[config.mk]
export PLATFORM = sky130hd
export DESIGN_NAME = ssrc_top
export DESIGN_NICKNAME = d
export VERILOG_FILES = /design/src/rtl/ssrc_top.v
export VERILOG_INCLUDE_DIRS = /design/src /design/src/rtl
export SDC_FILE = /design/constraint.sdc
export NUM_CORES = 1
export LEC_CHECK = 0
export BUFFER_PORTS_ARGS = -buffer_cell sky130_fd_sc_hd__buf_2
export CAP_MARGIN = 10
export CORE_MARGIN = 1.5
export CORE_UTILIZATION = 45
export CTS_CLUSTER_SIZE = 16
export DETAILED_ROUTE_END_ITERATION = 10
export PLACE_DENSITY = 0.8
export SYNTH_ARGS = -nofsm -noshare
export SYNTH_HDL_FRONTEND = slang
export SYNTH_SLANG_ARGS = --single-unit
export TNS_END_PERCENT = 5
[constraint.sdc]
create_clock -name clk_i -period 5.11 [get_ports clk_i]
set_input_delay 0.511 -clock clk_i [delete_from_list [all_inputs] [get_ports clk_i]]
set_output_delay 0.511 -clock clk_i [all_outputs]
set_load 0.02 [all_outputs]
[src/rtl/ssrc_regs.vh]
// Purpose: Register map, field positions, reset values and timing of
//          the shutdown and reset controller.
// Assumes: Register indices times four give the AXI byte address.
// Notes:   Definitions only; included by bare name.
`ifndef SSRC_REGS_VH
`define SSRC_REGS_VH

// ----------------------------------------------------------------
// Register indices (byte address = index * 4)
// ----------------------------------------------------------------
`define SSRC_IDX_ID        10'h000
`define SSRC_IDX_REV       10'h001
`define SSRC_IDX_SOFTSD    10'h04c
`define SSRC_IDX_ERROR_ACTION_BIT    10'h04e
`define SSRC_IDX_CAUSE     10'h052
`define SSRC_IDX_IRQSTS    10'h060
`define SSRC_IDX_IRQMSK    10'h061
`define SSRC_IDX_STATE     10'h062

// ----------------------------------------------------------------
// Field positions
// ----------------------------------------------------------------
`define SSRC_SOFTSD_BIT    13
`define SSRC_REV_LSB       12
`define SSRC_CAUSE_SOFT    13
`define SSRC_CAUSE_PIN     11
`define SSRC_CAUSE_CDEL    10
`define SSRC_COND_MSB      9
`define SSRC_IRQ_SDSTART   0
`define SSRC_IRQ_SDDONE    1
`define SSRC_IRQ_UP        2

// ----------------------------------------------------------------
// Reset values and identity (identity values are arbitrary)
// ----------------------------------------------------------------
`define SSRC_SOFTSD_RST    16'h0000
`define SSRC_ERROR_ACTION_BIT_RST    16'h0200
`define SSRC_CAUSE_RST     16'h0000
`define SSRC_IRQ_RST       3'h0
`define SSRC_DEV_ID        16'h5a3c
`define SSRC_REV_ID        3'h5

// ----------------------------------------------------------------
// Bus answers and timing
// ----------------------------------------------------------------
`define SSRC_RESP_OK       2'h0
`define SSRC_RESP_ERR      2'h2
`define SSRC_CLK_NS        20
`define SSRC_STEP_NS       1000
`define SSRC_STEP_CYC      ((`SSRC_STEP_NS + `SSRC_CLK_NS - 1) / `SSRC_CLK_NS)

`endif

[src/rtl/ssrc_top.v]
// Purpose: Shutdown and reset controller with AXI4-Lite registers.
// Assumes: One 50 MHz clock; condition inputs are asynchronous levels.
// Notes:   Regulator and codec enables are single summary outputs.
//
// Overview of operation
// - Enabled temperature/voltage conditions start device shutdown
// - Charge-delay error always starts device shutdown
// - Low run pin or soft bit: ordered shutdown
// - After soft shutdown, run pin needs low first
// - Soft-shutdown bit 13, resets to zero
// - Cause bits 13, 11, 10 for soft, pin, delay
// - Cause bits 9..6 temperature, battery, lockout
// - Cause bits 5..0 buck and linear regulator undervoltage
// - Registers stay accessible after any shutdown
// - Any write to index zero resets registers
// - Software reset drops regulators and system reset
// - After software reset, restart needs run-pin toggle
// - Index zero reads the device identification code
// - Index one reads revision in bits 14:12
// - Run pin low powers down; high restarts
`timescale 1ns/1ns
`include "ssrc_regs.vh"

module ssrc_top #(
   parameter [15:0] DEV_ID = `SSRC_DEV_ID,
   parameter [2:0]  REV_ID = `SSRC_REV_ID
) (
   // Clock and reset
   input  wire        clk_i,
   input  wire        resetn_i,
   // AXI4-Lite write address and data
   input  wire [11:0] s_axi_awaddr_i,
   input  wire        s_axi_awvalid_i,
   output wire        s_axi_awready_o,
   input  wire [31:0] s_axi_wdata_i,
   input  wire [3:0]  s_axi_wstrb_i,
   input  wire        s_axi_wvalid_i,
   output wire        s_axi_wready_o,
   // AXI4-Lite write response
   output wire [1:0]  s_axi_bresp_o,
   output wire        s_axi_bvalid_o,
   input  wire        s_axi_bready_i,
   // AXI4-Lite read
   input  wire [11:0] s_axi_araddr_i,
   input  wire        s_axi_arvalid_i,
   output wire        s_axi_arready_o,
   output wire [31:0] s_axi_rdata_o,
   output wire [1:0]  s_axi_rresp_o,
   output wire        s_axi_rvalid_o,
   input  wire        s_axi_rready_i,
   // Run pin and fault conditions (asynchronous)
   input  wire        run_pin_i,
   input  wire        charge_delay_err_i,
   input  wire        temp_level2_i,
   input  wire        temp_level1_i,
   input  wire        batt_cmp_uv_i,
   input  wire        uvlo_i,
   input  wire        buck2_uv_i,
   input  wire        buck1_uv_i,
   input  wire        linreg4_uv_i,
   input  wire        linreg3_uv_i,
   input  wire        linreg2_uv_i,
   input  wire        linreg1_uv_i,
   // Power, codec and reset controls
   output wire        codec_en_o,
   output wire        power_en_o,
   output wire        system_reset_n_o,
   // Interrupt
   output wire        irq_o
);

   // ----------------------------------------------------------------
   // Constants
   // ----------------------------------------------------------------
   localparam [4:0]  ST_OFF    = 5'h01;
   localparam [4:0]  ST_START  = 5'h02;
   localparam [4:0]  ST_RUN    = 5'h04;
   localparam [4:0]  ST_SDCDC  = 5'h08;
   localparam [4:0]  ST_SDPWR  = 5'h10;
   // Step count is an integer expression; cut to the counter width
   localparam [31:0] STEP_CYC  = `SSRC_STEP_CYC;
   localparam [15:0] STEP_LAST = STEP_CYC[15:0] - 16'h0001;

   // Register index is mapped
   function mapped;
      input [9:0] idx;
      begin
         mapped = (idx == `SSRC_IDX_ID)     || (idx == `SSRC_IDX_REV)    ||
                  (idx == `SSRC_IDX_SOFTSD) || (idx == `SSRC_IDX_ERROR_ACTION_BIT) ||
                  (idx == `SSRC_IDX_CAUSE)  || (idx == `SSRC_IDX_IRQSTS) ||
                  (idx == `SSRC_IDX_IRQMSK) || (idx == `SSRC_IDX_STATE);
      end
   endfunction

   // Outputs {codec, power, reset_n} for a state
   function [2:0] outs_of;
      input [4:0] st;
      begin
         case (st)
            ST_START: outs_of = 3'h2;
            ST_RUN:   outs_of = 3'h7;
            ST_SDCDC: outs_of = 3'h3;
            default:  outs_of = 3'h0;
         endcase
      end
   endfunction

   // ----------------------------------------------------------------
   // Declarations
   // ----------------------------------------------------------------
   reg  [11:0] sync1_reg;
   reg  [11:0] sync2_reg;
   reg  [9:0]  awidx_reg;
   reg         awfull_reg;
   reg  [15:0] wdata_reg;
   reg  [1:0]  wstrb_reg;
   reg         wfull_reg;
   reg         bvalid_reg;
   reg  [1:0]  bresp_reg;
   reg         rvalid_reg;
   reg  [1:0]  rresp_reg;
   reg  [15:0] rdata_reg;
   reg  [15:0] softsd_reg;
   reg  [15:0] softsd_next;
   reg  [15:0] error_action_bit_reg;
   reg  [15:0] error_action_bit_next;
   reg  [15:0] cause_reg;
   reg  [15:0] cause_next;
   reg  [2:0]  irqsts_reg;
   reg  [2:0]  irqsts_next;
   reg  [2:0]  irqmsk_reg;
   reg  [2:0]  irqmsk_next;
   reg         arm_reg;
   reg         arm_next;
   reg  [4:0]  state_reg;
   reg  [4:0]  state_next;
   reg  [15:0] cnt_reg;
   reg  [15:0] cnt_next;
   reg  [2:0]  outs_reg;
   reg  [15:0] rd_word;
   wire [11:0] async_in;
   wire        run_lvl;
   wire        cdel_err;
   wire [9:0]  cond;
   wire        do_write;
   wire        ar_take;
   wire [15:0] wmask;
   wire        wr_hit;
   wire        swrst;
   wire        live;
   wire [15:0] cause_new;
   wire        sd_start;
   wire        step_done;
   wire [2:0]  irq_set;

   // ----------------------------------------------------------------
   // Input synchronisers
   // ----------------------------------------------------------------
   assign async_in = {run_pin_i, charge_delay_err_i, temp_level2_i,
                      temp_level1_i, batt_cmp_uv_i, uvlo_i, buck2_uv_i,
                      buck1_uv_i, linreg4_uv_i, linreg3_uv_i,
                      linreg2_uv_i, linreg1_uv_i};

   // Two stages; only the second stage is read by logic
   always @(posedge clk_i or negedge resetn_i) begin
      if (!resetn_i) begin
         sync1_reg <= 12'h000;
         sync2_reg <= 12'h000;
      end else begin
         sync1_reg <= async_in;
         sync2_reg <= sync1_reg;
      end
   end

   assign run_lvl  = sync2_reg[11];
   assign cdel_err = sync2_reg[10];
   assign cond     = sync2_reg[9:0];   // Same order as cause bits 9:0

   // ----------------------------------------------------------------
   // AXI4-Lite slave
   // ----------------------------------------------------------------
   // Address and data are held until both are present
   assign s_axi_awready_o = ~awfull_reg & ~bvalid_reg;
   assign s_axi_wready_o  = ~wfull_reg & ~bvalid_reg;
   assign s_axi_arready_o = ~rvalid_reg;
   assign s_axi_bvalid_o  = bvalid_reg;
   assign s_axi_bresp_o   = bresp_reg;
   assign s_axi_rvalid_o  = rvalid_reg;
   assign s_axi_rresp_o   = rresp_reg;
   assign s_axi_rdata_o   = {16'h0000, rdata_reg};

   assign do_write = awfull_reg & wfull_reg & ~bvalid_reg;
   assign ar_take  = s_axi_arvalid_i & ~rvalid_reg;
   assign wr_hit   = do_write & mapped(awidx_reg);

   // Byte-lane mask for the low 16 bits
   genvar g;
   generate
      for (g = 0; g < 2; g = g + 1) begin : lane
         assign wmask[8*g +: 8] = {8{wstrb_reg[g]}};
      end
   endgenerate

   // Write channel capture and response
   always @(posedge clk_i or negedge resetn_i) begin
      if (!resetn_i) begin
         awidx_reg  <= 10'h000;
         awfull_reg <= 1'b0;
         wdata_reg  <= 16'h0000;
         wstrb_reg  <= 2'h0;
         wfull_reg  <= 1'b0;
         bvalid_reg <= 1'b0;
         bresp_reg  <= `SSRC_RESP_OK;
      end else begin
         if (s_axi_awvalid_i && s_axi_awready_o) begin
            awidx_reg  <= s_axi_awaddr_i[11:2];
            awfull_reg <= 1'b1;
         end
         if (s_axi_wvalid_i && s_axi_wready_o) begin
            wdata_reg <= s_axi_wdata_i[15:0];
            wstrb_reg <= s_axi_wstrb_i[1:0];
            wfull_reg <= 1'b1;
         end
         if (do_write) begin
            awfull_reg <= 1'b0;
            wfull_reg  <= 1'b0;
            bvalid_reg <= 1'b1;
            bresp_reg  <= mapped(awidx_reg) ? `SSRC_RESP_OK
                                            : `SSRC_RESP_ERR;
         end else if (s_axi_bready_i) begin
            bvalid_reg <= 1'b0;
         end
      end
   end

   // Read data selection
   always @* begin
      rd_word = 16'h0000;
      case (s_axi_araddr_i[11:2])
         `SSRC_IDX_ID:     rd_word = DEV_ID;
         `SSRC_IDX_REV:    rd_word[`SSRC_REV_LSB +: 3] = REV_ID;
         `SSRC_IDX_SOFTSD: rd_word = softsd_reg;
         `SSRC_IDX_ERROR_ACTION_BIT: rd_word = error_action_bit_reg;
         `SSRC_IDX_CAUSE:  rd_word = cause_reg;
         `SSRC_IDX_IRQSTS: rd_word[2:0] = irqsts_reg;
         `SSRC_IDX_IRQMSK: rd_word[2:0] = irqmsk_reg;
         `SSRC_IDX_STATE:  rd_word[6:0] = {run_lvl, arm_reg, state_reg};
         default:          rd_word = 16'h0000;
      endcase
   end

   // Read channel; served in every state
   always @(posedge clk_i or negedge resetn_i) begin
      if (!resetn_i) begin
         rvalid_reg <= 1'b0;
         rresp_reg  <= `SSRC_RESP_OK;
         rdata_reg  <= 16'h0000;
      end else if (ar_take) begin
         rvalid_reg <= 1'b1;
         rdata_reg  <= rd_word;
         rresp_reg  <= mapped(s_axi_araddr_i[11:2]) ? `SSRC_RESP_OK
                                                    : `SSRC_RESP_ERR;
      end else if (s_axi_rready_i) begin
         rvalid_reg <= 1'b0;
      end
   end

   // ----------------------------------------------------------------
   // Shutdown triggers
   // ----------------------------------------------------------------
   // Any write at index zero is a software reset
   assign swrst = wr_hit & (awidx_reg == `SSRC_IDX_ID);

   // Triggers count only while powered or powering up
   assign live = state_reg[1] | state_reg[2];

   assign cause_new = {2'h0,
                       live & softsd_reg[`SSRC_SOFTSD_BIT],
                       1'b0,
                       live & ~run_lvl,
                       live & cdel_err,
                       {10{live}} & cond & error_action_bit_reg[`SSRC_COND_MSB:0]};
   assign sd_start  = |cause_new;
   assign step_done = (cnt_reg == STEP_LAST);

   // ----------------------------------------------------------------
   // Sequencer
   // ----------------------------------------------------------------
   // Ordered power-up and power-down
   always @* begin
      state_next = state_reg;
      case (state_reg)
         ST_OFF: begin
            // Raised run pin restarts when armed
            if (arm_reg && run_lvl)
               state_next = ST_START;
         end
         ST_START: begin
            if (sd_start)
               state_next = ST_SDCDC;
            else if (step_done)
               state_next = ST_RUN;
         end
         ST_RUN: begin
            if (sd_start)
               state_next = ST_SDCDC;
         end
         ST_SDCDC: begin
            // Codec off first to keep the outputs quiet
            if (step_done)
               state_next = ST_SDPWR;
         end
         ST_SDPWR: begin
            if (step_done)
               state_next = ST_OFF;
         end
         default: state_next = ST_OFF;
      endcase
      // Software reset drops everything at once
      if (swrst)
         state_next = ST_OFF;
   end

   // Step timer restarts on every state change
   always @* begin
      if (state_next != state_reg)
         cnt_next = 16'h0000;
      else if (step_done)
         cnt_next = cnt_reg;
      else
         cnt_next = cnt_reg + 16'h0001;
   end

   // Restart arming
   always @* begin
      arm_next = arm_reg;
      // Soft shutdown or reset disarm the pin
      if (swrst || (sd_start && cause_new[`SSRC_CAUSE_SOFT]))
         arm_next = 1'b0;
      // A low pin always re-arms; it wins over the clear
      if (!run_lvl)
         arm_next = 1'b1;
   end

   // ----------------------------------------------------------------
   // Register updates
   // ----------------------------------------------------------------
   assign irq_set = {state_reg[1] & (state_next == ST_RUN),
                     state_reg[4] & (state_next == ST_OFF),
                     sd_start};

   always @* begin
      softsd_next = softsd_reg;
      error_action_bit_next = error_action_bit_reg;
      cause_next  = cause_reg;
      irqsts_next = irqsts_reg;
      irqmsk_next = irqmsk_reg;
      if (wr_hit) begin
         if (awidx_reg == `SSRC_IDX_SOFTSD)
            softsd_next[`SSRC_SOFTSD_BIT] =
               (softsd_reg[`SSRC_SOFTSD_BIT] & ~wmask[`SSRC_SOFTSD_BIT]) |
               (wdata_reg[`SSRC_SOFTSD_BIT] & wmask[`SSRC_SOFTSD_BIT]);
         if (awidx_reg == `SSRC_IDX_ERROR_ACTION_BIT)
            error_action_bit_next[9:0] = (error_action_bit_reg[9:0] & ~wmask[9:0]) |
                               (wdata_reg[9:0] & wmask[9:0]);
         // Write one to clear
         if (awidx_reg == `SSRC_IDX_IRQSTS)
            irqsts_next = irqsts_reg & ~(wdata_reg[2:0] & wmask[2:0]);
         if (awidx_reg == `SSRC_IDX_IRQMSK)
            irqmsk_next = (irqmsk_reg & ~wmask[2:0]) |
                          (wdata_reg[2:0] & wmask[2:0]);
      end
      // Request is consumed so a restart does not re-trip
      if (sd_start && cause_new[`SSRC_CAUSE_SOFT])
         softsd_next[`SSRC_SOFTSD_BIT] = 1'b0;
      // Causes kept until restart or reset
      if (state_reg[0] && state_next == ST_START)
         cause_next = `SSRC_CAUSE_RST;
      if (swrst) begin
         softsd_next = `SSRC_SOFTSD_RST;
         error_action_bit_next = `SSRC_ERROR_ACTION_BIT_RST;
         cause_next  = `SSRC_CAUSE_RST;
         irqsts_next = `SSRC_IRQ_RST;
         irqmsk_next = `SSRC_IRQ_RST;
      end
      cause_next  = cause_next | cause_new;
      irqsts_next = irqsts_next | irq_set;
   end

   // State and register flops
   always @(posedge clk_i or negedge resetn_i) begin
      if (!resetn_i) begin
         state_reg  <= ST_OFF;
         cnt_reg    <= 16'h0000;
         arm_reg    <= 1'b1;
         outs_reg   <= 3'h0;
         softsd_reg <= `SSRC_SOFTSD_RST;
         error_action_bit_reg <= `SSRC_ERROR_ACTION_BIT_RST;
         cause_reg  <= `SSRC_CAUSE_RST;
         irqsts_reg <= `SSRC_IRQ_RST;
         irqmsk_reg <= `SSRC_IRQ_RST;
      end else begin
         state_reg  <= state_next;
         cnt_reg    <= cnt_next;
         arm_reg    <= arm_next;
         outs_reg   <= outs_of(state_next);
         softsd_reg <= softsd_next;
         error_action_bit_reg <= error_action_bit_next;
         cause_reg  <= cause_next;
         irqsts_reg <= irqsts_next;
         irqmsk_reg <= irqmsk_next;
      end
   end

   // ----------------------------------------------------------------
   // Outputs
   // ----------------------------------------------------------------
   // Registered controls follow the state
   assign codec_en_o       = outs_reg[2];
   assign power_en_o       = outs_reg[1];
   assign system_reset_n_o = outs_reg[0];

   // Level interrupt while any unmasked status bit is set
   assign irq_o = |(irqsts_reg & irqmsk_reg);

endmodule

==> results.sh, run 1 <==
export IMPL_synthArstFlopShare=1.00
export IMPL_dp_cells=735
export IMPL_crit_family="simple AND/OR/NAND/NOR gates"
export IMPL_rsz0062_at_grt="no"
export IMPL_clk_latency_ns=0.41
export IMPL_setup_viol=0
export IMPL_port_buffers=78
export IMPL_synth_seq_cells=123
export IMPL_p_clk_frac=0.382
export IMPL_ys_top_cells_by_area="dfrtp_1, mux2_2, nand2_1, buf_4, nor2_1"
export IMPL_grt_met2_usage=0.312
export IMPL_drt_total_wl_um=12000
export IMPL_firstDrtPassIters=5
export IMPL_core_area_um2=12100
export IMPL_p_seq_frac=0.401
export IMPL_grt_first_pass_wirelength_um=20600
export IMPL_cts_resized=0
export IMPL_synth_main_ff_cell="dfrtp_1"
export IMPL_status="finished, final reports clean"
export IMPL_grt_ovfl_total=0
export IMPL_synthCells=509
export IMPL_crit_fanout=21
export IMPL_max_stage_delay_ns=0.54
export IMPL_yosysTopAreaCellShare=0.537
export IMPL_drive_gt1_frac=0.269
export IMPL_clock_root_buffer="clkbuf_16"
export IMPL_comb_power_share=0.217
export IMPL_finalHoldViolCount=0
export IMPL_antenna_found_initial=0
export IMPL_fillers=1017
export IMPL_crit_buf_inv=2
export IMPL_synthTopCellsByCount="dfrtp_1, nand2_1, nor2_1, mux2_2, o21ai_0"
export IMPL_cts_clk_slew_worst_paths_ns=0.06
export IMPL_synth_yosys_seq_area_share=0.551
export IMPL_intPower_uw=2290
export IMPL_num_vias=4157
export IMPL_cts_sinks=123
export IMPL_use_met3=0.0545
export IMPL_cts_buffer_depth=2
export IMPL_largest_reg_flops=16
export IMPL_die_h_um=115
export IMPL_grt_pass1_vias=4157
export IMPL_p_leak_uw=0.00314
export IMPL_max_freq_ghz=0.369
export IMPL_met1_usage=0.277
export IMPL_required_ns=5.42
export IMPL_post_cts_buffers=0
export IMPL_hold_buffers=0
export IMPL_viasPerCell=5.42
export IMPL_fp_dieW_um=115
export IMPL_tightest_slew_ns=1.07
export IMPL_wire_per_inst_um=15.6
export IMPL_p_per_area_nw_per_um2=501
export IMPL_synth_distinct_cells=60
export IMPL_ys_warn_count=0
export IMPL_slew_viol_final=0
export IMPL_worst_setup_path_end_kind="flip-flop"
export IMPL_hp_class="input port to flip-flop"
export IMPL_cts_max_level=4
export IMPL_ant_nets=0
export IMPL_row_count=40
export IMPL_synth_edff_count=0
export IMPL_path_cells="nor3_1 > nand4_1 > buf_4 > o311ai_1 > buf_4 > o2111ai_2 > nor3_1"
export IMPL_setup_worst_path_class="flip-flop to flip-flop"
export IMPL_syn_avg_cell_area_um2=11.0
export IMPL_antenna_cells=0
export IMPL_cts_tree="yes"
export IMPL_fin_cells=767
export IMPL_regArea_um2=3080
export IMPL_power_switching_fraction=0.314
export IMPL_netlist_area_um2=5600
export IMPL_layout_nets=667
export IMPL_finClkSkew_ns=0.00889
export IMPL_num_io_pins=124
export IMPL_top_usage_layer="met2"
export IMPL_maxCapViolCount=0
export IMPL_critPathArrivalTime_ns=3.03
export IMPL_hpwlAfterDp_um=8450
export IMPL_grt_max_degree=84
export IMPL_multi_input_area_um2=2260
export IMPL_routabilityCongestion=0.962
export IMPL_finalCritPeriodShare=0.531
export IMPL_dieArea_um2=13100
export IMPL_cts_buffers=17
export IMPL_finalSetupTns_ns=0
export IMPL_worst_path_max_delay_cell="o2111ai_2"
export IMPL_hold_slack_ns=0.201
export IMPL_first_iter_violations=296
export IMPL_synth_most_common_cell="dfrtp_1"
export IMPL_drc=0
export IMPL_area_delta_synth_final_pct=19.2
export IMPL_min_period_ns=2.71
export IMPL_slew_headroom=0.284
export IMPL_peakVddDrop_v=0.000286
export IMPL_synth_largest_area_cell="dfrtp_1"
export IMPL_startpoint_type="flip-flop"
export IMPL_netSwitchingPower_uw=1050
export IMPL_grt_use_total=0.203
export IMPL_start_util=0.464
[layer usage]
| metal | wire, µm | vias to the layer above |
|---|---|---|
| li1 | - | 1945 |
| met1 | 5410 | 2021 |
| met2 | 5560 | 171 |
| met3 | 809 | 20 |
| met4 | 210 | 0 |
| met5 | 0 | - |
[metrics by stage]
stage	utilization	power [µW]	area [µm²]	worst slack (ns)
after floorplan	-	1900	5660	3.07
after global placement	0.500	2020	6030	2.57
after detailed placement	0.500	2070	6030	2.39
after CTS	0.553	3370	6670	2.38
after global routing	0.553	3520	6670	2.08
final	0.553	3340	6670	2.40
[worst paths after layout]
path                               startpoint                      end  slack [ns]  cells past startpoint
worst max-delay path             awidx_reg[3]               cnt_reg[2]        2.40                      7
worst min-delay path            temp_level1_i             sync1_reg[8]        0.20                      1
worst max register to register   awidx_reg[3]               cnt_reg[2]        2.40                      7
worst min register to register  sync1_reg[11]            sync2_reg[11]        0.34                      0
max in group asynchronous            resetn_i  error_action_bit_reg[2]        3.72                      2
min in group asynchronous            resetn_i             awidx_reg[3]        0.27                      1
[worst register-to-register path, cell delays in order, from the launching register on]
cell and delay [ns]:
dfrtp_1 0.41, nor3_1 0.52, nand4_1 0.15, buf_4 0.25, o311ai_1 0.13, buf_4 0.26, o2111ai_2 0.54, nor3_1 0.35
[power groups by stage]
stage          combinational (µW)  clock (µW)  sequential [µW]
4_1_cts                       729        1300             1340
3_5_place_dp                  721           0             1350
6_report                      726        1280             1340
5_1_grt                       805        1350             1370
2_1_floorplan                 618           0             1290
3_3_place_gp                  689           0             1330
[logic make-up (layout without fill, tap and decap cells)]
logic type | Yosys count | count (layout) | synth area share
multiplexers | 31 | 31 | 0.0606
AO/OA/AOI/OAI | 82 | 82 | 0.110
adder cells (fa/ha/maj) | 2 | 2 | 0.00447
XOR/XNOR | 17 | 17 | 0.0266
buffers and inverters | 55 | 128 | 0.0583
flip-flops | 123 | 123 | 0.551
AND/OR/NAND/NOR | 198 | 198 | 0.189
other | 1 | 18 | 0.000670
[layout by cell type, fill, tap and decap left out, drive strengths merged, types with 10 or more instances in the layout]
cell type,synthesis,final
dfrtp,120,120
buf,30,83
nand2,62,62
nor2,31,31
nor3,29,29
o21ai,24,24
mux2,23,23
nand3,19,19
clkbuf,12,19
conb,1,18
nand4,14,14
inv,13,14
o2bb2ai,10,10
[final cells by class]
type,count,share of cell area
sequential,123,0.462
multi-input combinational,348,0.338
clock buffer,19,0.0679
timing repair buffer,83,0.0645
tap,168,0.0315
clock inverter,13,0.0287
inverter,13,0.00731
(Power assumes the default switching activity.)
==> run 2: changes to the inputs <==
==> constraint.sdc (replaced) <==
create_clock -name clk_i -period 2.64 [get_ports clk_i]
set_input_delay 0.264 -clock clk_i [delete_from_list [all_inputs] [get_ports clk_i]]
set_output_delay 0.264 -clock clk_i [all_outputs]
set_load 0.02 [all_outputs]
==> results.sh, run 2 (same netlist as run 1, synthesis figures left out) <==
export IMPL_status="finished, final reports clean"
export IMPL_layout_common_cells="dfrtp_1, buf_2, nand2_1, nor2_1, mux2_2"
export IMPL_required_ns=2.94
export IMPL_cts_buffer_depth=2
export IMPL_row_count=40
export IMPL_placed_cell_area_um2=6120
export IMPL_fin_cells=791
export IMPL_clk_latency_ns=0.41
export IMPL_die_h_um=115
export IMPL_slew_headroom=0.453
export IMPL_layout_nets=691
export IMPL_drt_total_wl_um=12600
export IMPL_cts_buffers=17
export IMPL_grt_pass1_vias=4173
export IMPL_finalSetupTns_ns=0
export IMPL_start_util=0.464
export IMPL_grt_use_total=0.209
export IMPL_routabilityCongestion=0.901
export IMPL_port_buffers=78
export IMPL_ant_nets=0
export IMPL_crit_fanout=13
export IMPL_dieArea_um2=13100
export IMPL_grt_first_pass_wirelength_um=21100
export IMPL_finalCritPeriodShare=0.911
export IMPL_num_io_pins=124
export IMPL_finalPower_uw=6280
export IMPL_area_delta_synth_final_pct=22.0
export IMPL_antenna_cells=0
export IMPL_grt_ovfl_total=0
export IMPL_finalHoldViolCount=0
export IMPL_tightest_slew_ns=0.819
export IMPL_setup_viol=0
export IMPL_num_vias=4255
export IMPL_p_per_area_nw_per_um2=920
export IMPL_core_area_um2=12100
export IMPL_cts_max_level=4
export IMPL_hp_class="input port to flip-flop"
export IMPL_cts_sinks=123
export IMPL_wire_per_inst_um=15.9
export IMPL_firstDrtPassIters=5
export IMPL_cts_tree="yes"
export IMPL_max_freq_ghz=0.416
export IMPL_fin_area_um2=6830
export IMPL_hpwlAfterDp_um=8900
export IMPL_final_common_cell="dfrtp_1"
export IMPL_finClkSkew_ns=0.00695
export IMPL_drc=0
export IMPL_viasPerCell=5.38
export IMPL_maxCapViolCount=0
export IMPL_first_iter_violations=304
export IMPL_peakVddDrop_v=0.000498
export IMPL_fp_dieW_um=115
export IMPL_grt_max_degree=86
export IMPL_slew_viol_final=0
export IMPL_clock_root_buffer="clkbuf_16"
export IMPL_startpoint_type="flip-flop"
export IMPL_p_leak_uw=0.00323
export IMPL_worst_setup_path_end_kind="flip-flop"
export IMPL_rsz0062_at_grt="no"
export IMPL_cts_clk_slew_worst_paths_ns=0.06
export IMPL_critPathArrivalTime_ns=2.70
export IMPL_min_period_ns=2.41
export IMPL_largest_reg_flops=16
export IMPL_antenna_found_initial=0
export IMPL_dp_cells=746
export IMPL_drive_gt1_frac=0.278
export IMPL_setup_worst_path_class="flip-flop to flip-flop"
==> run 2: final timing paths <==
path                                 from                      end  slack (ns)  cells past startpoint
hold reg to reg              sync1_reg[7]             sync2_reg[7]        0.35                      0
hold / removal             s_axi_rready_i           s_axi_rvalid_o        0.03                      2
setup reg to reg             state_reg[3]             cause_reg[6]        0.23                      7
max in group asynchronous        resetn_i  error_action_bit_reg[9]        1.44                      3
setup / recovery             state_reg[3]             cause_reg[6]        0.23                      7
min in group asynchronous        resetn_i             awidx_reg[0]        0.35                      2
==> run 2: critical path, stage by stage (launching register included) <==
cell and delay, ns:
dfrtp_1 0.45, buf_4 0.21, nor3_1 0.33, nand4_1 0.15
nor3_2 0.24, a31oi_1 0.19, o31a_1 0.44, a32o_1 0.28
==> run 2: power breakdown <==
part / leakage [µW] / internal (µW) / switching, µW
clock network: 0.000271 / 1310 / 878
logic: 0.00139 / 656 / 880
registers: 0.00157 / 2230 / 334
total: 0.00323 / 4190 / 2090
==> run 2: cell type report <==
type,instances,area (µm²)
clock buffers,17,425
flip-flops and latches,123,3080
well taps,168,210
multi-input cells,348,2260
clock inverters,15,141
fillers,1015,5230
repair buffers,107,656
inverters,13,48.8
==> run 2: repair_timing <==
item	CTS	global route
setup endpoints to repair	0	29
setup buffers	0	0
hold buffers	13	0
endpoints found under the hold margin	50	0
resized for setup	0	1
==> run 2: stage by stage <==
step | hold slack (ns) | setup WS [ns] | util
2_1_floorplan | -0.0316 | 0.626 | -
3_3_place_gp | 0.252 | 0.154 | 0.508
3_5_place_dp | 0.263 | 0.106 | 0.508
4_1_cts | 0.0200 | 0.0840 | 0.565
5_1_grt | 0.0431 | 0.0406 | 0.566
6_report | 0.0271 | 0.234 | 0.566
==> run 2: metal layers <==
| layer | vias to the layer above | global-route usage | wire [µm] | share of wire |
|---|---|---|---|---|
| li1 | 1997 | - | - | - |
| met1 | 2084 | 0.290 | 5620 | 0.45 |
| met2 | 159 | 0.321 | 5940 | 0.47 |
| met3 | 15 | 0.0445 | 782 | 0.062 |
| met4 | 0 | 0.0842 | 250 | 0.020 |
| met5 | - | 0 | 0 | 0 |
==> run 3: changes to the inputs <==
--- a/config.mk
+++ b/config.mk
@@ -6,6 +6,7 @@
 export SDC_FILE = /design/constraint.sdc
 export NUM_CORES = 1
 export LEC_CHECK = 0
+export ABC_AREA = 1
 export BUFFER_PORTS_ARGS = -buffer_cell sky130_fd_sc_hd__buf_2
 export CAP_MARGIN = 10
 export CORE_MARGIN = 1.5
@@ -13,6 +14,7 @@
 export CTS_CLUSTER_SIZE = 16
 export DETAILED_ROUTE_END_ITERATION = 10
 export PLACE_DENSITY = 0.8
+export SKIP_LAST_GASP = 1
 export SYNTH_ARGS = -nofsm -noshare
 export SYNTH_HDL_FRONTEND = slang
 export SYNTH_SLANG_ARGS = --single-unit
==> results.sh, run 3 <==
export IMPL_status="finished, final reports clean"
export IMPL_port_buffers=78
export IMPL_crit_family="simple AND/OR/NAND/NOR gates"
export IMPL_crit_fanout=16
export IMPL_num_vias=4948
export IMPL_grt_use_total=0.202
export IMPL_clk_latency_ns=0.42
export IMPL_cts_tree="yes"
export IMPL_crit_buf_inv=2
export IMPL_drt_total_wl_um=13500
export IMPL_grt_first_pass_wirelength_um=22300
export IMPL_row_count=42
export IMPL_post_cts_buffers=0
export IMPL_fp_dieW_um=119
export IMPL_rsz0062_at_grt="no"
export IMPL_holdPathStages=2
export IMPL_fin_area_um2=7310
export IMPL_path_common_cell="nand3_1"
export IMPL_core_area_um2=13100
export IMPL_yosysTopAreaCellShare=0.498
export IMPL_critPathArrivalTime_ns=2.55
export IMPL_finalHoldViolCount=0
export IMPL_first_iter_violations=448
export IMPL_layout_common_cells="nand2_1, dfrtp_1, buf_2, inv_1, nor2_1"
export IMPL_wire_per_inst_um=13.8
export IMPL_ant_nets=0
export IMPL_clock_root_buffer="clkbuf_16"
export IMPL_antenna_found_initial=0
export IMPL_syn_avg_cell_area_um2=8.80
export IMPL_grt_max_degree=64
export IMPL_peakVddDrop_v=0.000448
export IMPL_synthTopCellsByCount="nand2_1, dfrtp_1, inv_1, nor2_1, o21ai_0"
export IMPL_netlist_area_um2=6030
export IMPL_max_freq_ghz=0.454
export IMPL_setup_worst_path_class="flip-flop to flip-flop"
export IMPL_area_delta_synth_final_pct=21.2
export IMPL_grt_pass1_vias=4605
export IMPL_layout_nets=871
export IMPL_max_stage_delay_ns=0.38
export IMPL_routabilityCongestion=0.928
export IMPL_path_cells="nor2_2 > nand3_1 > nor3_2 > nand3_2 > nand2_4 > inv_4 > nand3_1 > nand2_2 > nor2_4 > nand3_4 > buf_12 > nor2_1"
export IMPL_startpoint_type="flip-flop"
export IMPL_synth_most_common_cell="nand2_1"
export IMPL_synth_compound_gate_area_share=0.103
export IMPL_final_common_cell="nand2_1"
export IMPL_setup_viol=0
export IMPL_drc=0
export IMPL_finalCritPeriodShare=0.834
export IMPL_viasPerCell=5.05
export IMPL_largest_reg_flops=16
export IMPL_slew_viol_final=0
export IMPL_synth_top_family_by_area="simple AND/OR/NAND/NOR gates"
export IMPL_grt_ovfl_total=0
export IMPL_hold_slack_ns=0.0239
export IMPL_synth_edff_count=0
export IMPL_ys_warn_count=0
export IMPL_cts_sinks=123
export IMPL_hpwlAfterDp_um=9710
export IMPL_num_io_pins=124
export IMPL_synth_main_ff_cell="dfrtp_1"
export IMPL_worst_setup_path_end_kind="flip-flop"
export IMPL_die_h_um=119
export IMPL_antenna_cells=0
export IMPL_maxCapViolCount=0
export IMPL_dieArea_um2=14100
export IMPL_synth_largest_area_cell="dfrtp_1"
export IMPL_synth_distinct_cells=49
export IMPL_synth_xor_area_frac=0.0174
export IMPL_p_per_area_nw_per_um2=864
export IMPL_synthMuxAreaShare=0.0272
export IMPL_cts_clk_slew_worst_paths_ns=0.06
export IMPL_synthCells=685
export IMPL_cts_buffer_depth=2
export IMPL_synth_fa_ha_area_frac=0.00415
export IMPL_synth_yosys_seq_area_share=0.511
export IMPL_tightest_slew_ns=0.671
export IMPL_hp_class="input port to flip-flop"
export IMPL_start_util=0.459
export IMPL_synthSimpleGateAreaFrac=0.248
export IMPL_worst_slack_ns=0.437
export IMPL_min_period_ns=2.20
export IMPL_worst_path_max_delay_cell="dfrtp_1"
export IMPL_synthArstFlopShare=1.00
export IMPL_firstDrtPassIters=6
export IMPL_drive_gt1_frac=0.233
export IMPL_ys_top_cells_by_area="dfrtp_1, nand2_1, inv_1, nor2_1, o21ai_0"
export IMPL_synth_seq_cells=123
export IMPL_ff2ff_path_depth=12
export IMPL_required_ns=2.98
export IMPL_cts_max_level=4
export IMPL_placed_cell_area_um2=6570
export IMPL_finClkSkew_ns=0.0119
export IMPL_finalSetupTns_ns=0
export IMPL_cp_depth=12
export IMPL_p_leak_uw=0.00356
export IMPL_place_ws_ns=0.433
export IMPL_slew_headroom=0.551
export IMPL_cts_buffers=17
==> run 3: worst paths after layout <==
| path | start | slack, ns | endpoint |
|---|---|---|---|
| setup / recovery | awidx_reg[9] | 0.44 | cnt_reg[4] |
| hold reg to reg | sync1_reg[9] | 0.35 | sync2_reg[9] |
| hold / removal | s_axi_bready_i | 0.02 | s_axi_bvalid_o |
| setup reg to reg | awidx_reg[9] | 0.44 | cnt_reg[4] |
| max in group asynchronous | resetn_i | 1.57 | error_action_bit_reg[9] |
| min in group asynchronous | resetn_i | 0.30 | outs_reg[1] |
==> run 3: area by class of cell <==
class	instances	area [µm²]
Multi-Input combinational cell	465	2470
Fill cell	1171	5830
Sequential cell	123	3080
Inverter	83	314
Clock inverter	12	136
Timing Repair Buffer	100	616
Tap cell	176	220
Clock buffer	20	467
==> run 3: report_power, final <==
group	switching (µW)	total, µW	internal (µW)
Clock	864	2340	1470
Sequential	219	2390	2170
Combinational	1020	1580	566
==> run 3: through the flow <==
stage | utilization | total power [µW] | cells
detailed placement | 0.500 | 3970 | 934
floorplan | - | 3590 | 702
CTS | 0.556 | 6350 | 979
finish | 0.556 | 6310 | 979
global placement | 0.500 | 3920 | 934
global route | 0.556 | 6660 | 979
==> run 3: kinds of logic (layout without fill, tap and decap cells) <==
kind of cell	Yosys count	in the layout
simple gates	314	314
flops	123	123
buf+inv	114	215
compound gates	104	104
mux	15	15
xor+xnor	12	12
fa+ha+maj	2	2
other cells	1	18
==> run 3: repair_timing <==
action / 4_1_cts / 5_1_grt
endpoints found under the hold margin: 35 / 0
hold buffers: 13 / 0
setup endpoints to repair: 0 / 0
gates resized for setup: 0 / 0
==> run 3: routing by layer <==
layer | track usage | part of all wire | routed length (µm)
met1 | 0.285 | 0.46 | 6170
met2 | 0.300 | 0.45 | 6080
met3 | 0.0526 | 0.073 | 978
met4 | 0.0761 | 0.019 | 260
met5 | 0 | 0 | 0
